**src/inc/tdm_pkg.sv**
```systemverilog
// Constants of the time-multiplexed codec serial port.
// Assumes one system clock; the bit and frame clocks arrive as sampled inputs.
package tdm_pkg;
  localparam int SYS_CLK_HZ = 25_000_000;
  localparam int BIT_CLK_HZ = 11_289_600;
  localparam int FRAME_CLK_HZ = 44_100;
  localparam int BITS_PER_FRAME = 256;
  localparam int SLOT_BITS = 32;
  localparam int CNT_W = 8;
  localparam int SLOT_W = 3;
  localparam int FRAMES_PER_BLOCK = 256;
  localparam int RX_DEPTH = 2;
  localparam logic [SLOT_W-1:0] SLOT_LEFT = 3'h0;
  localparam logic [SLOT_W-1:0] SLOT_RIGHT = 3'h4;
  localparam logic [SLOT_W-1:0] SLOT_EMPTY_LO = 3'h3;
  localparam logic [SLOT_W-1:0] SLOT_EMPTY_HI = 3'h7;
  localparam logic [4:0] LAST_BIT_IN_SLOT = 5'h1f;
  localparam logic [CNT_W-1:0] CNT_ZERO = 8'h00;
  localparam logic [CNT_W-1:0] CNT_ONE = 8'h01;
  localparam logic [CNT_W-1:0] LAST_FRAME_IN_BLOCK = 8'hff;
endpackage

```
**src/inc/stream_if.sv**
```systemverilog
// Valid/ready word stream between the port engine and its buffer.
// Assumes both ends run on the same clock.
`timescale 1ns/1ns
interface stream_if #(parameter int W = 35);
  logic valid;
  logic ready;
  logic [W-1:0] data;
  modport src (output valid, output data, input ready);
  modport snk (input valid, input data, output ready);
endinterface

```
**src/hw/tdm_port.sv**
```systemverilog
// Codec end of the time-multiplexed serial audio port, with frame one-shot.
// Assumes bit clock, frame clock and serial input come from outside this clock domain.
`timescale 1ns/1ns

// Operation
// Every frame carries 256 bit periods each way, shifted by the bit clock.
// The first bit of a frame sits in the bit period that starts at the frame clock's falling edge.
// Output frame is left sample, unused slot, 64 idle bits, right sample, unused slot, 64 idle bits.
// The processor fills the first half toward the codec with right surround, center, left, empty.
// The processor fills the second half with bass, left surround, right, empty.
// While muted the processor sends only zero bits.
// The processor starts muted and stays so until an unmute or volume-up command.
// One narrow pulse is made on each falling frame clock edge as the frame-start mark.
// The pulse is timed by the bit clock and lasts one bit period, once per frame.
// A continuous bit clock times every serial transfer in and out.
// The receiving processor captures data on the bit clock and takes the frame clock as sample start.
// The second processor shifts its output in on the same bit and frame clocks.
// The processor link clock runs at 40 MHz or 20 MHz, by firmware revision.
// The link frame sync is one pulse of one serial clock period.
// Link audio moves in 256-sample blocks, one burst about every 5.8 ms.
// Slots go most significant bit first and idle slots carry zeros.
// Data changes on the falling bit clock edge and is sampled on the rising one, both ways.
module tdm_port
  import tdm_pkg::*;
#(
  parameter int DEPTH = RX_DEPTH,
  parameter int BLOCK_FRAMES = FRAMES_PER_BLOCK
)(
  // Clock and reset
  input wire logic SYS_CLK,
  input wire logic RESET,
  // Serial link
  input wire logic BIT_CLOCK,
  input wire logic FRAME_CLOCK_LINE,
  output logic CODEC_SERIAL_OUT,
  input wire logic CODEC_SERIAL_IN,
  // Frame and block marks
  output logic FRAME_ONE_SHOT,
  output logic BLOCK_SYNC,
  // Converter samples to send
  input wire logic [SLOT_BITS-1:0] LEFT_SAMPLE,
  input wire logic [SLOT_BITS-1:0] RIGHT_SAMPLE,
  // Received slots
  output logic [SLOT_BITS-1:0] RX_WORD,
  output logic [SLOT_W-1:0] RX_SLOT,
  output logic RX_VALID,
  input wire logic RX_READY,
  output logic RX_OVERRUN
);
  localparam int BW = SLOT_W + SLOT_BITS;
  // Frame count at which a block ends; the counter wraps here
  localparam logic [CNT_W-1:0] LAST_FRAME = CNT_W'(BLOCK_FRAMES - 1);

  // Synchronisers
  logic bclk_meta_q, bclk_sync_q, bclk_prev_q;
  logic fclk_meta_q, fclk_sync_q;
  logic sdin_meta_q, sdin_sync_q;
  logic bclk_rise, bclk_fall, frame_start;

  // Serial engine
  logic [CNT_W-1:0] cnt_q, cnt_d;
  logic [CNT_W-1:0] frames_q, frames_d;
  logic [SLOT_BITS-1:0] left_q, left_d, right_q, right_d, rx_q, rx_d;
  logic fat_q, fat_d, out_q, out_d, shot_q, shot_d, block_q, block_d;
  logic started_q, started_d, overrun_q, overrun_d;
  logic push;

  stream_if #(.W(BW)) fill_s ();
  stream_if #(.W(BW)) drain_s ();

  function automatic logic slot_bit(input logic [CNT_W-1:0] c, input logic [SLOT_BITS-1:0] l,
                                    input logic [SLOT_BITS-1:0] r);
    logic [4:0] idx;
    idx = ~c[4:0];
    if (c[7:5] == SLOT_LEFT)
      slot_bit = l[idx];
    else if (c[7:5] == SLOT_RIGHT)
      slot_bit = r[idx];
    else
      slot_bit = 1'b0;
  endfunction

  always_ff @(posedge SYS_CLK)
  begin
    if (RESET)
    begin
      bclk_meta_q <= 1'b0;
      bclk_sync_q <= 1'b0;
      bclk_prev_q <= 1'b0;
      fclk_meta_q <= 1'b0;
      fclk_sync_q <= 1'b0;
      sdin_meta_q <= 1'b0;
      sdin_sync_q <= 1'b0;
    end
    else
    begin
      bclk_meta_q <= BIT_CLOCK;
      bclk_sync_q <= bclk_meta_q;
      bclk_prev_q <= bclk_sync_q;
      fclk_meta_q <= FRAME_CLOCK_LINE;
      fclk_sync_q <= fclk_meta_q;
      sdin_meta_q <= CODEC_SERIAL_IN;
      sdin_sync_q <= sdin_meta_q;
    end
  end

  assign bclk_rise = bclk_sync_q && !bclk_prev_q;
  assign bclk_fall = !bclk_sync_q && bclk_prev_q;
  // Frame clock seen high at the last fall, low now
  assign frame_start = bclk_fall && fat_q && !fclk_sync_q;

  always_comb
  begin
    cnt_d = cnt_q;
    frames_d = frames_q;
    left_d = left_q;
    right_d = right_q;
    rx_d = rx_q;
    fat_d = fat_q;
    out_d = out_q;
    shot_d = shot_q;
    block_d = block_q;
    started_d = started_q;
    overrun_d = overrun_q;
    push = 1'b0;
    if (bclk_fall)
    begin
      fat_d = fclk_sync_q;
      shot_d = 1'b0;
      block_d = 1'b0;
      if (frame_start)
      begin
        cnt_d = CNT_ZERO;
        left_d = LEFT_SAMPLE;
        right_d = RIGHT_SAMPLE;
        out_d = LEFT_SAMPLE[SLOT_BITS-1];
        shot_d = 1'b1;
        started_d = 1'b1;
        frames_d = (frames_q == LAST_FRAME) ? CNT_ZERO : frames_q + CNT_ONE;
        block_d = (frames_q == LAST_FRAME);
      end
      else if (started_q)
      begin
        cnt_d = cnt_q + CNT_ONE;
        out_d = slot_bit(cnt_q + CNT_ONE, left_q, right_q);
      end
    end
    if (bclk_rise && started_q)
    begin
      rx_d = {rx_q[SLOT_BITS-2:0], sdin_sync_q};
      if (cnt_q[4:0] == LAST_BIT_IN_SLOT && cnt_q[7:5] != SLOT_EMPTY_LO && cnt_q[7:5] != SLOT_EMPTY_HI)
        push = 1'b1;
    end
    if (push && !fill_s.ready)
      overrun_d = 1'b1;
  end

  always_ff @(posedge SYS_CLK)
  begin
    if (RESET)
    begin
      cnt_q <= CNT_ZERO;
      frames_q <= CNT_ZERO;
      left_q <= '0;
      right_q <= '0;
      rx_q <= '0;
      fat_q <= 1'b0;
      out_q <= 1'b0;
      shot_q <= 1'b0;
      block_q <= 1'b0;
      started_q <= 1'b0;
      overrun_q <= 1'b0;
    end
    else
    begin
      cnt_q <= cnt_d;
      frames_q <= frames_d;
      left_q <= left_d;
      right_q <= right_d;
      rx_q <= rx_d;
      fat_q <= fat_d;
      out_q <= out_d;
      shot_q <= shot_d;
      block_q <= block_d;
      started_q <= started_d;
      overrun_q <= overrun_d;
    end
  end

  // Completed slot goes to the buffer with its slot number
  assign fill_s.valid = push;
  assign fill_s.data = {cnt_q[7:5], rx_d};

  word_buffer #(.W(BW), .DEPTH(DEPTH)) rx_buf (
    .clk(SYS_CLK),
    .rst(RESET),
    .fill(fill_s),
    .drain(drain_s)
  );

  assign drain_s.ready = RX_READY;
  assign RX_VALID = drain_s.valid;
  assign RX_SLOT = drain_s.data[BW-1:SLOT_BITS];
  assign RX_WORD = drain_s.data[SLOT_BITS-1:0];
  assign CODEC_SERIAL_OUT = out_q;
  assign FRAME_ONE_SHOT = shot_q;
  assign BLOCK_SYNC = block_q;
  assign RX_OVERRUN = overrun_q;
endmodule

```
**src/hw/word_buffer.sv**
```systemverilog
// Small first-in first-out buffer of flip-flops with valid/ready on both sides.
// Assumes a synchronous active-high reset on the same clock as its user.
`timescale 1ns/1ns
module word_buffer #(
  parameter int W = 35,
  parameter int DEPTH = 2
)(
  input wire logic clk,
  input wire logic rst,
  stream_if.snk fill,
  stream_if.src drain
);
  localparam int PW = (DEPTH > 1) ? $clog2(DEPTH) : 1;
  localparam logic [PW:0] FULL_COUNT = (PW+1)'(DEPTH);
  localparam logic [PW-1:0] LAST_IDX = (PW)'(DEPTH - 1);

  logic [W-1:0] mem_q [DEPTH];
  logic [W-1:0] mem_d [DEPTH];
  logic [PW-1:0] wr_q, wr_d, rd_q, rd_d;
  logic [PW:0] count_q, count_d;
  logic do_wr, do_rd;

  assign fill.ready = (count_q != FULL_COUNT);
  assign drain.valid = (count_q != '0);
  assign drain.data = mem_q[rd_q];
  assign do_wr = fill.valid && fill.ready;
  assign do_rd = drain.valid && drain.ready;

  always_comb
  begin
    mem_d = mem_q;
    wr_d = wr_q;
    rd_d = rd_q;
    count_d = count_q;
    if (do_wr)
    begin
      mem_d[wr_q] = fill.data;
      wr_d = (wr_q == LAST_IDX) ? '0 : wr_q + 1'b1;
    end
    if (do_rd)
      rd_d = (rd_q == LAST_IDX) ? '0 : rd_q + 1'b1;
    if (do_wr && !do_rd)
      count_d = count_q + 1'b1;
    else if (do_rd && !do_wr)
      count_d = count_q - 1'b1;
  end

  always_ff @(posedge clk)
  begin
    if (rst)
    begin
      wr_q <= '0;
      rd_q <= '0;
      count_q <= '0;
      for (int i = 0; i < DEPTH; i++)
        mem_q[i] <= '0;
    end
    else
    begin
      wr_q <= wr_d;
      rd_q <= rd_d;
      count_q <= count_d;
      mem_q <= mem_d;
    end
  end
endmodule

```
**config.mk**
```make
export PLATFORM = sky130hd
export DESIGN_NAME = tdm_port
export DESIGN_NICKNAME = d
export VERILOG_FILES = /design/src/inc/tdm_pkg.sv /design/src/inc/stream_if.sv /design/src/hw/tdm_port.sv /design/src/hw/word_buffer.sv
export SDC_FILE = /design/constraint.sdc
export NUM_CORES = 1
export LEC_CHECK = 0
export BUFFER_PORTS_ARGS = -buffer_cell sky130_fd_sc_hd__buf_2
export CAP_MARGIN = 5
export CORE_MARGIN = 1
export CORE_UTILIZATION = 40
export CTS_CLUSTER_DIAMETER = 80
export DETAILED_ROUTE_END_ITERATION = 12
export SYNTH_ARGS = -nofsm -noshare
export SYNTH_HDL_FRONTEND = slang
export SYNTH_SLANG_ARGS = --single-unit
export TNS_END_PERCENT = 50
```
**constraint.sdc**
```tcl
create_clock -name SYS_CLK -period 1.85 [get_ports SYS_CLK]
set_input_delay 0.185 -clock SYS_CLK [delete_from_list [all_inputs] [get_ports SYS_CLK]]
set_output_delay 0.185 -clock SYS_CLK [all_outputs]
set_load 0.01 [all_outputs]
```
### Word level (Yosys, flattened, before mapping)

Index checks and enable logic that the tools add are counted.

* bits in registers: 199
* bits in latches: 0
* memory bits (writable): 0
* bits in read-only memories: 0
* input port bits: 70
* output and inout port bits: 40
* logic and storage cells: 93
* memories: 0

* add/sub/neg operators: 6
* multiply operators: 0
* divide/modulo/power cells: 0
* $lt $le $gt $ge: 4
* equal/unequal tests: 6
* shift-type cells: 0
* mux-type cells: 26
* bitwise logic cells: 3
* reductions and logical operators: 25

Operator list (count)
* $mux 35: 4
* $bwmux 70: 1
* $demux 35 s1: 1
* $mux 32: 1
* $mux 8: 3
* $add 8x1->8 const B: 2
* $logic_and 1x1->1: 13
* $mux 1: 12
* $bmux 1 s5: 2
* $eq 8x8->1 const B: 1
* $logic_not 1->1: 6
* $lt 5x6->1 const B: 1
* $reduce_bool 2->1: 3
* $eq 5x5->1 const B: 1
* $not 5->5: 1
* $ge 2x2->1 const B: 2
* $mux 2: 2
* $not 1->2: 2
* $reduce_and 2->1: 2
* $eq 3x3->1 const B: 1
* $logic_not 3->1: 1
* $ne 3x2->1 const B: 1
* $ne 3x3->1 const B: 1
* $add 1x1->1 const B: 2
* other kinds (4): 4

### Longest topological paths before layout

* word-level depth: 10
* depth in mapped cells: 10
* mapped depth without buffers: 9

### By module

From an unflattened synthesis, not the netlist that was laid out.

* cell total of the unflattened synthesis: 933
* area total of the unflattened synthesis: 8688.3 µm²

Modules (own cells, without submodules)
* tdm_port: instances 1, cells an instance 562, area an instance 5154.9 µm², sequential area each 2502.4 µm²
* word_buffer: instances 1, cells an instance 371, area an instance 3533.4 µm², sequential area each 1481.4 µm²

### Worst setup path before layout

No wires, ideal clock.

* path kind: register -> register
* start point: register cnt_q[1]
* end point: register rx_buf.mem_q[10] in the netlist's numbering
* setup time: 0.117 ns
* data arrival time: 1.902 ns
* data required time: 1.733 ns
* slack: -0.169 ns
* cell stages (with the launch flop): 11
* buffers on the path: 2
* period minus slack after synthesis: 2.019 ns
* path through: dfxtp_1 > ha_1 > and3_2 > ha_1 > nand2_1 > nor3_2 > and2_1 > buf_2 > nor2_1 > buf_2 > o22a_1

* word-level cells in the longest chain between the ends: 6

Ends and longest elaborated chain
* start: declaration: line tdm_port.sv:61 `logic [CNT_W-1:0] cnt_q, cnt_d;`
* start signal: assignment: line tdm_port.sv:176 `cnt_q <= cnt_d;`
* $eq 5x5->1: line tdm_port.sv:151 `if (cnt_q[4:0] == LAST_BIT_IN_SLOT && cnt_q[7:5] != SLOT_EMPTY_LO && cnt_q[7:5] != SLOT_EMPTY_HI)`
* $logic_and 1x1->1 (2 in series): line tdm_port.sv:151
* $mux 1: line tdm_port.sv:151
* $mux 1: line tdm_port.sv:148 `if (bclk_rise && started_q)`
* $logic_and 1x1->1: line word_buffer.sv:26 `assign do_wr = fill.valid && fill.ready;`
* via rx_buf.do_wr: line word_buffer.sv:21 `logic do_wr, do_rd;`
* end signal: assignment: line word_buffer.sv:63 `mem_q <= mem_d;`
* end: declaration: line word_buffer.sv:17 `logic [W-1:0] mem_q [DEPTH];`

The timed path passes the listed nets, and every way through them passes these cells.
A chain may end at the register's enable or synchronous reset.

### Worst setup path in the final report

* start point: register cnt_q[1]
* end point: register rx_buf.mem_q[36] in the netlist's numbering

* word-level cells in the longest chain between the ends: 6

Ends and longest elaborated chain (line)
* $eq 5x5->1: tdm_port.sv:151
* $logic_and 1x1->1 (2 in series): tdm_port.sv:151
* $mux 1: tdm_port.sv:151
* $mux 1: tdm_port.sv:148
* $logic_and 1x1->1: word_buffer.sv:26

Every way passes these cells.

==> results.toml <==
[global_routing]
antenna_found_initial = 0
grt_pass1_wl_um = 29900
grt_pass1_vias = 6135
grt_overflow = 0
grt_max_degree = 69
grt_usage_pct = 18.8

[clock_tree]
cts_tree = "built"
cts_buffers = 17
cts_root_buf = "clkbuf_16"
h-tree-depth = 4
cts_buffer_depth = 2
insertion_delay_ns = 0.44
cts_sinks = 199
clkTransAtPathRegs_ns = 0.07

[route]
first_iter_violations = 235
first_pass_iters = 4
postRouteAntennaNets = 0
drc = 0
detail_route.wirelength_um = 18600
avgRoutedWirePerCell_um = 14.5
vias = 6318
via_per_inst = 4.92

[die]
die_h_um = 142
rows = 50
floorplan.initialDensity_pct = 41.4
coreArea_um2 = 19000
io_pins = 110
die_width_um = 142
dieArea_um2 = 20200

[finish]
fin_nets = 1086
area_growth_syn_to_layout_pct = 36.2
drive_gt1_share_pct = 28.7
final_cells = 1285
diodes = 0

[placement]
dpl.hpwl_um = 10700
routabilityCongestion = 0.751
place_ws_ns = -0.231
io_buffers = 109
placed_cells = 1166

[yosys]
synth_cell_types = 41
syn_avg_cell_area_um2 = 9.57
synth_nets = 895
syn_inst = 821
synthesis.area_um2 = 7860
yosysSeqAreaShare_pct = 50.7
synth_seq_cells = 199
yosysWarnings = 0

[sta]
tns_ns = -6.40
fmax_mhz = 508
rsz0062_at_grt = "true"
tightest_slew_ns = 0.476
setup-violations-final = 72
finalHoldViolCount = 0
whs_ns = 0.0104
layout_setup_ws_ns = -0.118
period_needed_ns = 1.97
slew_headroom_pct = 68.2
period_share_pct = 106
skew_ns = 0.0127
drv_slew = 0

[critical_path]
startpoint_type = "flop"
ff2ff_path_depth = 10
cp_top_family = "simple AND/OR/NAND/NOR gates"
r2r_slack_ns = -0.12
startpoint = "cnt_q[1]$_SDFFE_PP0P_"
worst-path-stages = 10
cp.required_ns = 2.20
slowest_stage = "dfxtp_2"
reg2reg_from = "cnt_q[1]$_SDFFE_PP0P_"
cpPeakStageDelay_ns = 0.35
path_cells = "ha_4 -> and3_4 -> ha_4 -> nand2_4 -> buf_6 -> nor4_4 -> buf_6 -> buf_12 -> nor2_1 -> a211oi_2"
crit_fanout = 12
cp-end-kind = "flop"
path_buf_inv = 3
cp.arrival_ns = 2.32
cp-endpoint = "rx_buf.mem_q[36]$_SDFFE_PP0P_"
rr_endpoint = "rx_buf.mem_q[36]$_SDFFE_PP0P_"
path_class = "flop to flop"

[power_and_ir_drop]
powerDensity_nw_per_um2 = 789
leakage_nw = 4.25
ir_worst_vdd_mv = 0.628
power_mw = 8.45

[min_path]
hp-class = "input port to flop"
hp-start = "LEFT_SAMPLE[30]"
holdPathStages = 3

[run]
drv_cap = 0

[run_status]
status = "finished, violations left"
failed_checks = "setup timing"
## where the power goes
group | switching (mW) | leakage (nW) | total, mW | internal, mW
registers | 0.00288 | 1.61 | 4.29 | 4.28
clock network | 1.80 | 0.302 | 3.87 | 2.07
logic | 0.126 | 2.34 | 0.292 | 0.166
total | 1.93 | 4.25 | 8.45 | 6.52
## layout make-up
| class | count | area (um2) |
|---|---|---|
| multi-input cells | 560 | 3810 |
| clock buffers | 17 | 425 |
| well taps | 260 | 325 |
| repair buffers | 232 | 1940 |
| clock inverters | 15 | 205 |
| inverters | 2 | 7.51 |
| fillers | 1666 | 8250 |
| flip-flops and latches | 199 | 3990 |
## Yosys cell counts, drive strengths merged
cell / instances / area (um2)
nor2b: 11 / 68.8
nand3: 5 / 25.0
and3b: 1 / 8.76
nand2: 147 / 552
clkbuf: 38 / 143
nand2b: 4 / 25.0
o22a: 32 / 280
and2: 3 / 18.8
a21boi: 1 / 7.51
a22oi: 5 / 37.5
xor2: 10 / 87.6
a211oi: 32 / 240
a21oi: 75 / 375
nor4: 1 / 6.26
inv: 2 / 7.51
a211o: 1 / 8.76
xnor2: 7 / 68.8
and3: 2 / 13.8
nor2: 101 / 379
mux4: 16 / 379
nor3: 4 / 25.0
nand3b: 3 / 22.5
ha: 4 / 50.1
mux2i: 43 / 430
dfxtp: 199 / 3980
mux2: 35 / 394
or3: 1 / 6.26
a32oi: 1 / 8.76
buf: 23 / 120
o211ai: 1 / 7.51
or2: 1 / 6.26
nand4: 6 / 37.5
o21ai: 5 / 25.0
a31oi: 1 / 6.26
## routing by layer
| metal | vias up | wire (um) | track usage [%] |
|---|---|---|---|
| li1 | 3228 | - | - |
| met1 | 2970 | 8370 | 22.9 |
| met2 | 109 | 9380 | 32.8 |
| met3 | 11 | 712 | 4.98 |
| met4 | 0 | 140 | 4.24 |
| met5 | - | 0 | 0 |
## metrics by stage
step	area, um2	utilization (%)
final	10700	56.5
after global routing	10700	56.5
after CTS	10400	55.0
after detailed placement	8950	47.2
after global placement	8950	47.2
after floorplan	7950	-
## placed cells by master, fill, tap and decap left out, types with 4 or more instances in the layout
cell           count
xnor2_1            6
clkbuf_16         20
nand4_1            6
buf_6             15
nand2_1          145
mux2_2            35
nand3_1            5
mux2i_1           42
a22oi_1            5
a21oi_1           74
o22a_1            32
a211oi_1          16
nand2b_1           4
nor2_1            92
mux4_2            13
clkinv_8           4
nor2b_1           11
dfxtp_1          196
nor2_2             8
buf_4             28
o21ai_0            4
buf_12            12
buf_2            108
inv_6              5
xor2_1            10
dlygate4sd3_1     62
a211oi_2          16
## state kept, by name (all words and copies together) (netlist names), 2 cells and up
signal	cells
right_q	32
rx_q	32
rx_buf.mem_q	70
cnt_q	8
left_q	32
frames_q	8
rx_buf.count_q	2
## how the worst min path moves through the flow
stage,endpoint,slack (ns)
floorplan,bclk_meta_q$_SDFF_PP0_,0.31
global placement,fclk_meta_q$_SDFF_PP0_,0.40
detailed placement,fclk_meta_q$_SDFF_PP0_,0.40
CTS,left_q[0]$_SDFFE_PP0P_,0.003
global route,left_q[30]$_SDFFE_PP0P_,0.0007
finish,left_q[30]$_SDFFE_PP0P_,0.01
## cells by family (layout without fill, tap and decap cells)
logic type               after synthesis  after routing  share of synthesized area (%)
adder cells (fa/ha/maj)                4              4                          0.637
AO/OA/AOI/OAI                        154            154                           12.7
multiplexers                          94             94                           15.3
XOR/XNOR                              17             17                           1.99
AND/OR/NAND/NOR                      290            291                           15.2
buffers and inverters                 63            266                           3.44
flip-flops                           199            199                           50.7
## worst reg2reg max path, delay by kind of cell (launching register included)
family,cells,cell delay (ns)
AOI/OAI and AO/OA,1,0.19
adders and majority gates,2,0.30
buffers and inverters,3,0.46
DFF,1,0.35
and+or+nand+nor,4,0.59
## repair_timing
item	4_1_cts	5_1_grt
hold buffers	61	1
pin swaps	30	30
setup endpoints to repair	70	104
cloned	3	5
endpoints found under the hold margin	61	1
setup buffers	11	6
resized for setup	16	40
No activity file was read; power rests on OpenSTA's default activity.
